### src/hdl/tss_pkg.sv
package tss_pkg;
    localparam int unsigned CLK_HZ          = 125_000_000;
    localparam int unsigned BURST_MS        = 1000;
    localparam int unsigned BURST_CYCLES    = CLK_HZ / 1000 * BURST_MS;
    localparam int unsigned CAP_MS          = 500;
    localparam int unsigned CAP_CYCLES      = CLK_HZ / 1000 * CAP_MS;
    localparam logic [9:0]  EMPTY_ROTATIONS = 10'd650;
    localparam logic [10:0] NEAR_END_PRINTS = 11'd1000;
    localparam logic        SRC_RIGHT       = 1'b0;
    localparam logic        SRC_LEFT        = 1'b1;
endpackage : tss_pkg

### src/hdl/tss_burst_if.sv
// Handshake between the sequencer and each of its timers
interface tss_burst_if;
    logic start;
    logic busy;
    logic done;
    modport ctl (output start, input busy, input done);
    modport tmr (input start, output busy, output done);
endinterface : tss_burst_if

### src/hdl/tss_timer.sv
module tss_timer
    import tss_pkg::*;
#(
    parameter int unsigned CYCLES = BURST_CYCLES
) (
    input  wire logic   clk,      // System clock
    input  wire logic   reset_n,  // Synchronous reset, low
    input  wire logic   abort,    // Cancel a running interval
    tss_burst_if.tmr    bi        // Start, busy and done
);
    typedef struct packed {
        logic [31:0] cnt;
        logic        busy;
        logic        done;
    } tss_tmr_s;
    tss_tmr_s st_r, st_nxt;

    // Counts one interval from start, ends early on abort
    always_comb begin
        st_nxt      = st_r;
        st_nxt.done = 1'b0;
        if (abort) begin
            st_nxt.busy = 1'b0;
            st_nxt.cnt  = '0;
        end else if (st_r.busy) begin
            if (st_r.cnt == CYCLES - 1) begin
                st_nxt.busy = 1'b0;
                st_nxt.done = 1'b1;
                st_nxt.cnt  = '0;
            end else begin
                st_nxt.cnt = st_r.cnt + 32'h1;
            end
        end else if (bi.start) begin
            st_nxt.busy = 1'b1;
            st_nxt.cnt  = '0;
        end
    end

    // State register
    always_ff @(posedge clk) begin
        if (!reset_n) begin
            st_r <= '0;
        end else begin
            st_r <= st_nxt;
        end
    end

    assign bi.busy = st_r.busy;
    assign bi.done = st_r.done;
endmodule : tss_timer

### src/hdl/tss_seq.sv
module tss_seq
    import tss_pkg::*;
#(
    parameter int unsigned BURST_LEN = BURST_CYCLES,
    parameter int unsigned CAP_LEN   = CAP_CYCLES
) (
    input  wire logic clk,              // System clock
    input  wire logic reset_n,          // Synchronous reset, low
    input  wire logic set_right,        // Right bottle locked in cradle
    input  wire logic set_left,         // Left bottle locked in cradle
    input  wire logic toner_low,        // Sub hopper reports no toner
    input  wire logic door_open,        // Toner bank door interlock open
    input  wire logic feed_req,         // Job controller requests toner feed
    input  wire logic print_done,       // One print finished, one-cycle pulse
    input  wire logic bottles_replaced, // Operator cleared empty bottles
    output logic      cap_motor_right,  // Right inner cap motor
    output logic      cap_motor_left,   // Left inner cap motor
    output logic      bottle_motor_right, // Right bottle motor
    output logic      bottle_motor_left,  // Left bottle motor
    output logic      agitator_motor,   // Sub hopper agitator motor
    output logic      feed_motor,       // Toner feed coil motor
    output logic      near_end_alert,   // Toner near-end alert
    output logic      end_alert,        // Toner end alert
    output logic      machine_stop,     // Request machine stop
    output logic      source_left       // Current source is left bottle
);
    typedef enum logic [1:0] {
        TSS_IDLE,
        TSS_BURST,
        TSS_GAP
    } tss_state_e;

    typedef struct packed {
        tss_state_e  state;
        logic        src;
        logic [1:0]  set_d;
        logic [1:0]  empty;
        logic [9:0]  rot;
        logic [10:0] prints;
        logic        near;
        logic        tend;
        logic [1:0]  cap;
        logic [1:0]  bmot;
        logic        agit;
        logic        feed;
    } tss_seq_s;

    tss_seq_s st_r, st_nxt;

    tss_burst_if burst_bi ();
    tss_burst_if cap_r_bi ();
    tss_burst_if cap_l_bi ();

    logic [1:0] set_now;
    logic [1:0] lock_edge;
    logic [1:0] cap_busy;
    logic       src_usable;

    assign set_now   = {set_left, set_right};
    assign lock_edge = set_now & ~st_r.set_d;
    assign cap_busy  = {cap_l_bi.busy, cap_r_bi.busy};

    // Selected bottle is present and not judged empty
    function automatic logic usable(input logic s, input logic [1:0] setv,
                                    input logic [1:0] emp);
        return setv[s] && !emp[s];
    endfunction : usable

    assign src_usable = usable(st_r.src, set_now, st_r.empty);

    // Timers: one burst timer, one cap opening timer per bottle
    tss_timer #(.CYCLES(BURST_LEN)) u_burst (
        .clk     (clk),
        .reset_n (reset_n),
        .abort   (door_open),
        .bi      (burst_bi.tmr)
    );
    tss_timer #(.CYCLES(CAP_LEN)) u_cap_r (
        .clk     (clk),
        .reset_n (reset_n),
        .abort   (!set_right),
        .bi      (cap_r_bi.tmr)
    );
    tss_timer #(.CYCLES(CAP_LEN)) u_cap_l (
        .clk     (clk),
        .reset_n (reset_n),
        .abort   (!set_left),
        .bi      (cap_l_bi.tmr)
    );

    // Cap opening starts on a fresh bottle lock
    assign cap_r_bi.start = lock_edge[0];
    assign cap_l_bi.start = lock_edge[1];

    // Burst starts from idle whenever the hopper is low and supply allowed
    assign burst_bi.start = (st_r.state == TSS_IDLE) && toner_low && !door_open
                            && src_usable && !st_r.tend;

    // Next-state logic for the whole sequencer
    always_comb begin
        st_nxt       = st_r;
        st_nxt.set_d = set_now;
        st_nxt.cap   = cap_busy;
        st_nxt.agit  = feed_req || (st_r.state == TSS_BURST);
        st_nxt.feed  = feed_req && !st_r.tend;

        // New bottle clears its empty mark and the rotation count
        for (int i = 0; i < 2; i++) begin
            if (lock_edge[i]) begin
                st_nxt.empty[i] = 1'b0;
            end
        end
        if (lock_edge != 2'b00 || !toner_low) begin
            st_nxt.rot = '0;
        end

        case (st_r.state)
            TSS_IDLE: begin
                if (burst_bi.start) begin
                    st_nxt.state = TSS_BURST;
                end
            end
            TSS_BURST: begin
                if (door_open) begin
                    st_nxt.state = TSS_IDLE;
                end else if (burst_bi.done) begin
                    st_nxt.state = TSS_GAP;
                    if (toner_low && lock_edge == 2'b00) begin
                        if (st_r.rot == EMPTY_ROTATIONS - 10'd1) begin
                            st_nxt.empty[st_r.src] = 1'b1;
                            st_nxt.rot             = '0;
                        end else begin
                            st_nxt.rot = st_r.rot + 10'd1;
                        end
                    end
                end
            end
            TSS_GAP: begin
                st_nxt.state = TSS_IDLE;
            end
            default: begin
                st_nxt.state = TSS_IDLE;
            end
        endcase

        // Selected bottle exhausted or absent: take the other bottle if it is usable
        if (!usable(st_r.src, set_now, st_nxt.empty) &&
            usable(!st_r.src, set_now, st_nxt.empty)) begin
            st_nxt.src = !st_r.src;
        end

        // Only the selected bottle rotates; its motor is off from the cycle after the door opens
        // Motor waits one cycle into the burst so it runs exactly the timer length
        st_nxt.bmot = 2'b00;
        if (st_r.state == TSS_BURST && st_nxt.state == TSS_BURST && !door_open) begin
            st_nxt.bmot[st_nxt.src] = 1'b1;
        end

        // Near end once no installed bottle can still supply and at least one is marked empty
        if (!st_r.near &&
            !usable(1'b0, set_now, st_nxt.empty) &&
            !usable(1'b1, set_now, st_nxt.empty) &&
            (st_nxt.empty != 2'b00)) begin
            st_nxt.near   = 1'b1;
            st_nxt.prints = '0;
        end else if (st_r.near && !st_r.tend && print_done) begin
            if (st_r.prints == NEAR_END_PRINTS - 11'd1) begin
                st_nxt.tend = 1'b1;
            end else begin
                st_nxt.prints = st_r.prints + 11'd1;
            end
        end

        // Fresh supply clears the alerts
        if (bottles_replaced || (st_r.near && (usable(1'b0, set_now, st_nxt.empty) ||
                                               usable(1'b1, set_now, st_nxt.empty)))) begin
            st_nxt.near   = 1'b0;
            st_nxt.tend   = 1'b0;
            st_nxt.prints = '0;
            if (bottles_replaced) begin
                // An empty mark set in this same cycle wins over the clear
                st_nxt.empty = st_nxt.empty & ~st_r.empty;
                st_nxt.src   = SRC_RIGHT;
            end
        end
    end

    // State register
    always_ff @(posedge clk) begin
        if (!reset_n) begin
            st_r       <= '0;
            st_r.state <= TSS_IDLE;
            st_r.src   <= SRC_RIGHT;
        end else begin
            st_r <= st_nxt;
        end
    end

    // Outputs straight from the state register
    assign cap_motor_right    = st_r.cap[0];
    assign cap_motor_left     = st_r.cap[1];
    assign bottle_motor_right = st_r.bmot[0];
    assign bottle_motor_left  = st_r.bmot[1];
    assign agitator_motor     = st_r.agit;
    assign feed_motor         = st_r.feed;
    assign near_end_alert     = st_r.near;
    assign end_alert          = st_r.tend;
    assign machine_stop       = st_r.tend;
    assign source_left        = st_r.src;
endmodule : tss_seq

### config.mk
export PLATFORM = sky130hd
export DESIGN_NAME = tss_seq
export DESIGN_NICKNAME = d
export VERILOG_FILES = /design/src/hdl/tss_pkg.sv /design/src/hdl/tss_burst_if.sv /design/src/hdl/tss_timer.sv /design/src/hdl/tss_seq.sv
export SDC_FILE = /design/constraint.sdc
export NUM_CORES = 1
export LEC_CHECK = 0
export BUFFER_PORTS_ARGS = -buffer_cell sky130_fd_sc_hd__buf_2
export CAP_MARGIN = 20
export CELL_PAD_IN_SITES_DETAIL_PLACEMENT = 1
export CELL_PAD_IN_SITES_GLOBAL_PLACEMENT = 1
export CORE_ASPECT_RATIO = 1.5
export CORE_UTILIZATION = 40
export DETAILED_ROUTE_END_ITERATION = 10
export PLACE_DENSITY_LB_ADDON = 0.08
export SYNTH_ARGS = -nofsm -noshare
export SYNTH_HDL_FRONTEND = slang
export SYNTH_SLANG_ARGS = --single-unit
### constraint.sdc
create_clock -name clk -period 5.8 [get_ports clk]
set_clock_uncertainty 0.05 [all_clocks]
set_input_delay 1.16 -clock clk [delete_from_list [all_inputs] [get_ports clk]]
set_output_delay 1.16 -clock clk [all_outputs]
set_load 0.03 [all_outputs]
# [Yosys cells after proc, flatten, opt, wreduce, memory -nomap -nowiden]
# Cells that the tools add are included.
[word_totals] ff_bits=136 wordCells=144
[classes] add_sub_neg=5 magnitude_cmp=5 eq_ne=7 muxes=44 bitwise_logic=9 reduce_logical=55
[ops] operator="two-way mux 33 bit" count=6
[ops] operator="adder 32 x 1 -> 32 bit (second input constant)" count=3
[ops] operator="two-way mux 32 bit" count=3
[ops] operator="equality test 32 x 26 -> 1 bit (second input constant)" count=2
[ops] operator="two-way mux 12 bit" count=4
[ops] operator="equality test 32 x 27 -> 1 bit (second input constant)" count=1
[ops] operator="logical AND 1 bit" count=22
[ops] operator="two-way mux 10 bit" count=2
[ops] operator="two-way mux 2 bit" count=9
[ops] operator="two-way mux 1 bit" count=17
[ops] operator="logical NOT 1 bit" count=13
[ops] operator="adder 11 x 1 -> 11 bit (second input constant)" count=1
[ops] operator="equality test 11 x 10 -> 1 bit (second input constant)" count=1
[ops] operator="adder 10 x 1 -> 10 bit (second input constant)" count=1
[ops] operator="equality test 10 bit (second input constant)" count=1
[ops] operator="nonzero test 2 bit" count=5
[ops] operator="AND reduction 2 bit" count=4
[ops] operator="< comparator 1 x 2 -> 1 bit (second input constant)" count=3
[ops] operator="OR reduction 3 bit" count=2
[ops] operator="AND 2 bit" count=2
[ops] operator="equality test 2 x 1 -> 1 bit (second input constant)" count=2
[ops] operator="logical NOT 2 bit" count=2
[ops] operator="logical OR 1 bit" count=4
[ops] operator="inverter 1 bit" count=4
[ops] operator="7 further kinds" count=11

# [Logic depth before layout (Yosys ltp)]
[logic_depth] depth_word=21 ltp_mapped=9 ltp_nobuf=7

# [Cells and area by module]
# From an unflattened synthesis, not the netlist that was laid out.
[unflattened] hier_cells=858 area_unflattened_um2=7209.4
[by_module_without_submodules] mod="tss_timer at u_cap_l ..." instances=2 cells_each=209 area_per_inst_um2=1774.2 seq_area_each_um2=680.7
[by_module_without_submodules] mod="tss_seq" instances=1 cells_each=217 area_per_inst_um2=1830.5 seq_area_each_um2=720.7
[by_module_without_submodules] mod="tss_timer at u_burst" instances=1 cells_each=223 area_per_inst_um2=1830.5 seq_area_each_um2=680.7

# [Worst setup path before layout]
# No wires, ideal clock.
[synth_timing] kind="input port to flip-flop" start="input port door_open" end="register st_r[10] (netlist bit)" setup_time_ns=0.073 t_arrival_ns=2.647 slack_ns=3.030 path_stages=8 n_path_buf=3 path_cell_list="and4bb_1 > buf_4 > and4b_1 > buf_4 > a31oi_1 > a221o_1 > buf_6 > nor3_2"
[synth_between] elab_chain_len=9 elab_cells_between_ends=16 classes_between="mux (2); reduce/logical (14)"
[synth_rtl] item="from (decl)" line_no="tss_seq.sv:12" rtl="input wire logic door_open,"
[synth_rtl] item="two-way mux 12 bit (*)" line_no="tss_seq.sv:124" rtl="if (door_open) begin"
[synth_rtl] item="two-way mux 12 bit (*)" line_no="tss_seq.sv:117" rtl="case (st_r.state)"
[synth_rtl] item="logical NOT 1 bit" line_no="tss_seq.sv:66" rtl="return setv[s] && !emp[s];"
[synth_rtl] item="logical AND 1 bit" line_no="tss_seq.sv:66"
[synth_rtl] item="logical NOT 1 bit" line_no="tss_seq.sv:161" rtl="!usable(1'b0, set_now, st_nxt.empty) &&"
[synth_rtl] item="logical AND 1 bit" line_no="tss_seq.sv:160" rtl="if (!st_r.near &&"
[synth_rtl] item="logical AND 1 bit" line_no="tss_seq.sv:161"
[synth_rtl] item="logical AND 1 bit" line_no="tss_seq.sv:162" rtl="!usable(1'b1, set_now, st_nxt.empty) &&"
[synth_rtl] item="OR reduction 3 bit (no source line) (*)"
[synth_rtl] item="to (signal assigned)" line_no="tss_seq.sv:195" rtl="st_r <= st_nxt;"
[synth_rtl] item="to (decl)" line_no="tss_seq.sv:48" rtl="tss_seq_s st_r, st_nxt;"
# Mark *: on every way between the ends. The rest lies on a longest branch, timed or not.
# A chain may end at the register's enable or synchronous reset.

# [Worst setup path in the final report]
[layout_timing] start="input port door_open" end="register st_r[12] (netlist bit)"
# The elaborated chain is that of the path after synthesis.

==> impl_metrics.json <==
{
  "status": "finished, final reports clean",
  "fillers": 2140,
  "swShare": 0.227,
  "cts_max_path_buffers": 2,
  "fp-row-count": 60,
  "gp_congestion": 0.823,
  "synth_nets": 918,
  "cts-root-buf": "clkbuf_16",
  "synth-compound-area-share": 0.177,
  "fin_nets": 910,
  "cts_buffers": 17,
  "grt.busiest_layer": "met2",
  "antenna_cells": 0,
  "postCtsSetupBuffers": 0,
  "seqPwrFrac": 0.436,
  "seq_area_frac_synth": 0.372,
  "grt_pass1_vias": 7162,
  "path_class": "input pin to register",
  "power.share.clock": 0.527,
  "required_ns": 6.10,
  "worstPathArrival_ns": 3.22,
  "fin_ws_ns": 2.88,
  "r2r-start": "u_burst.st_r[2]$_SDFFE_PP0P_",
  "fin_crit_ns": 2.92,
  "h-tree-depth": 4,
  "yosys.area_share.adder": 0.0103,
  "syn_inst": 903,
  "fin_crit_sh": 0.503,
  "fp.dieW_microns": 112,
  "pre_cts_slack_ns": 2.43,
  "met3_usage": 0.0358,
  "critPathLaunchType": "input pin",
  "max_slew.worst_pin.slew_ns": 1.10,
  "synth-async-reset-ratio": 0,
  "area_growth_pct": 11.8,
  "irDropWorstVdd_mv": 0.175,
  "core_area_sq_um": 17900,
  "synth.cell_area_sq_um": 7310,
  "hp-start": "u_burst.st_r[33]$_SDFFE_PP0P_",
  "hold_viol_final": 0,
  "hold_buffers": 0,
  "ant_nets": 0,
  "p_leak_uw": 0.00250,
  "clk-insertion-delay-late_ns": 0.43,
  "drc": 0,
  "cap_violations": 0,
  "globalRoute.totalOverflow": 0,
  "stdcell_area_sq_um": 8180,
  "dpl.hpwl_microns": 14600,
  "p_switching_uw": 491,
  "tns_ns": 0,
  "p_int_uw": 1670,
  "synth_ff_type": "dfxtp_1",
  "clk_pin_slew_ns": 0.06,
  "met1_usage": 0.263,
  "dieArea_sq_um": 18800,
  "grt_max_degree": 52,
  "ctsResizeCount": 0,
  "hold_path_class": "register to register",
  "layout_commonest_cell": "dfxtp_1",
  "grt_pass1_wl_microns": 35600,
  "slew_violations": 0,
  "yosysUniqueCellTypes": 68,
  "synth_edf_count": 0,
  "routedWlPerCell_microns": 18.6,
  "ys_ff_latch": 136,
  "place_area_sq_um": 7520,
  "first_pass_iters": 5,
  "cts_sinks": 136,
  "place.port_buffers": 18,
  "critPathMaxFanout": 12,
  "yosys_warnings": 0,
  "post_drt_via_cell_ratio": 6.19,
  "worst_slew_margin_rel": 0.260,
  "synth_top_family_by_area": "simple AND/OR/NAND/NOR gates",
  "routed_wl_microns": 20900,
  "end_kind": "register",
  "io_pins": 19,
  "p_comb_frac": 0.037,
  "start_util": 0.408,
  "cts_tree": "built",
  "synthMuxAreaShare": 0.0178,
  "syn_area_per_cell_sq_um": 8.10,
  "grt_use_met2": 0.435,
  "vias": 6960,
  "max_clock_freq_mhz": 343,
  "layout_common_cells": "dfxtp_1, nand2_1, a31oi_1",
  "synth-simple-area-share": 0.341,
  "rsz0062_at_grt": "false",
  "setup_viol": 0,
  "antenna_found_initial": 0,
  "setup.worst_path.start": "door_open",
  "p_per_area_nw_per_um2": 264,
  "drive_above_1_share": 0.0936,
  "dieHeight_microns": 168,
  "grt_usage": 0.233,
  "drt_iter0_markers": 393,
  "synth_xor_xnor_area_share": 0.0311
}
[cell families (layout without fill, tap and decap cells)]
| logic type | count (synthesis) | count (layout) |
|---|---|---|
| xor+xnor | 26 | 26 |
| fa+ha+maj | 6 | 6 |
| mux | 13 | 13 |
| compound gates | 200 | 200 |
| buf+inv | 86 | 91 |
| flops | 136 | 136 |
| simple gates | 436 | 436 |
[cell type report]
class / instances / area (sq um) / area share
Timing Repair Buffer: 28 / 185 / 0.0226
Clock buffer: 21 / 470 / 0.0575
Clock inverter: 11 / 146 / 0.0179
Multi-Input combinational cell: 681 / 4260 / 0.521
Tap cell: 217 / 272 / 0.0332
Inverter: 31 / 116 / 0.0142
Sequential cell: 136 / 2720 / 0.333
[through the flow]
stage          cells  utilization  power [uW]  hold WS (ns)
2_1_floorplan    903            -        1020         0.381
3_3_place_gp    1091        0.419        1040         0.401
3_5_place_dp    1091        0.419        1040         0.412
4_1_cts         1123        0.454        2180         0.422
5_1_grt         1125        0.456        2230         0.435
6_report        1125        0.456        2160         0.420
[registers in the layout, indices dropped and copies added, names as in the netlist, 27 cells and up]
| name | flops |
|---|---|
| st_r | 27 |
| u_cap_l.st_r | 32 |
| u_cap_r.st_r | 32 |
| u_burst.st_r | 32 |
[Yosys cell counts (5+ instances only)]
| library cell | n | area [sq um] |
|---|---|---|
| xor2_1 | 16 | 140 |
| a31oi_1 | 75 | 469 |
| ha_1 | 6 | 75.1 |
| clkbuf_1 | 36 | 135 |
| nor4_1 | 13 | 81.3 |
| nor3_1 | 21 | 105 |
| and4_1 | 15 | 131 |
| nand2_1 | 88 | 330 |
| o21ai_1 | 14 | 70.1 |
| nand3b_1 | 21 | 158 |
| a21oi_1 | 37 | 185 |
| and2_1 | 13 | 81.3 |
| a41oi_1 | 9 | 78.8 |
| or4_1 | 7 | 52.6 |
| nand4_1 | 54 | 338 |
| and3_1 | 23 | 144 |
| or3_1 | 7 | 43.8 |
| nand2b_1 | 7 | 43.8 |
| o211ai_1 | 8 | 60.1 |
| buf_4 | 5 | 37.5 |
| dfxtp_1 | 136 | 2720 |
| inv_1 | 30 | 113 |
| nand3_1 | 68 | 340 |
| mux2i_1 | 13 | 130 |
| nor2_1 | 54 | 203 |
| o21ai_0 | 13 | 65.1 |
| nor3_2 | 10 | 100 |
| xnor2_1 | 10 | 87.6 |
| o22ai_1 | 9 | 56.3 |
| buf_2 | 11 | 55.1 |
[worst max-delay path, cell delays in order]
cell,delay (ns)
buf_2,0.13
and4bb_1,0.46
and4b_1,0.38
a31oi_1,0.21
a221o_1,0.62
nor3_2,0.26
[per-layer routing]
metal / routed length, microns / part of all wire
met5: 0 / 0
met4: 410 / 0.020
met3: 297 / 0.014
met2: 11400 / 0.54
met1: 8870 / 0.42
[path summary, 6_finish.rpt]
| path | slack, ns | endpoint | cells past startpoint |
|---|---|---|---|
| worst max-delay path | 2.88 | st_r[12]$_SDFFE_PP0P_ | 6 |
| worst min-delay path | 0.42 | u_burst.st_r[33]$_SDFFE_PP0P_ | 1 |
| worst max register to register | 3.00 | u_burst.st_r[24]$_SDFFE_PP0P_ | 7 |
| worst min register to register | 0.42 | u_burst.st_r[33]$_SDFFE_PP0P_ | 1 |
[power groups by stage]
stage / clock network, uW / logic, uW / registers [uW]
finish: 1140 / 78.8 / 942
global route: 1200 / 87.7 / 942
CTS: 1160 / 78.7 / 942
detailed placement: 0 / 78.4 / 963
global placement: 0 / 75.5 / 962
floorplan: 0 / 53.5 / 964
Note: power is estimated with default switching activity, not from simulation.
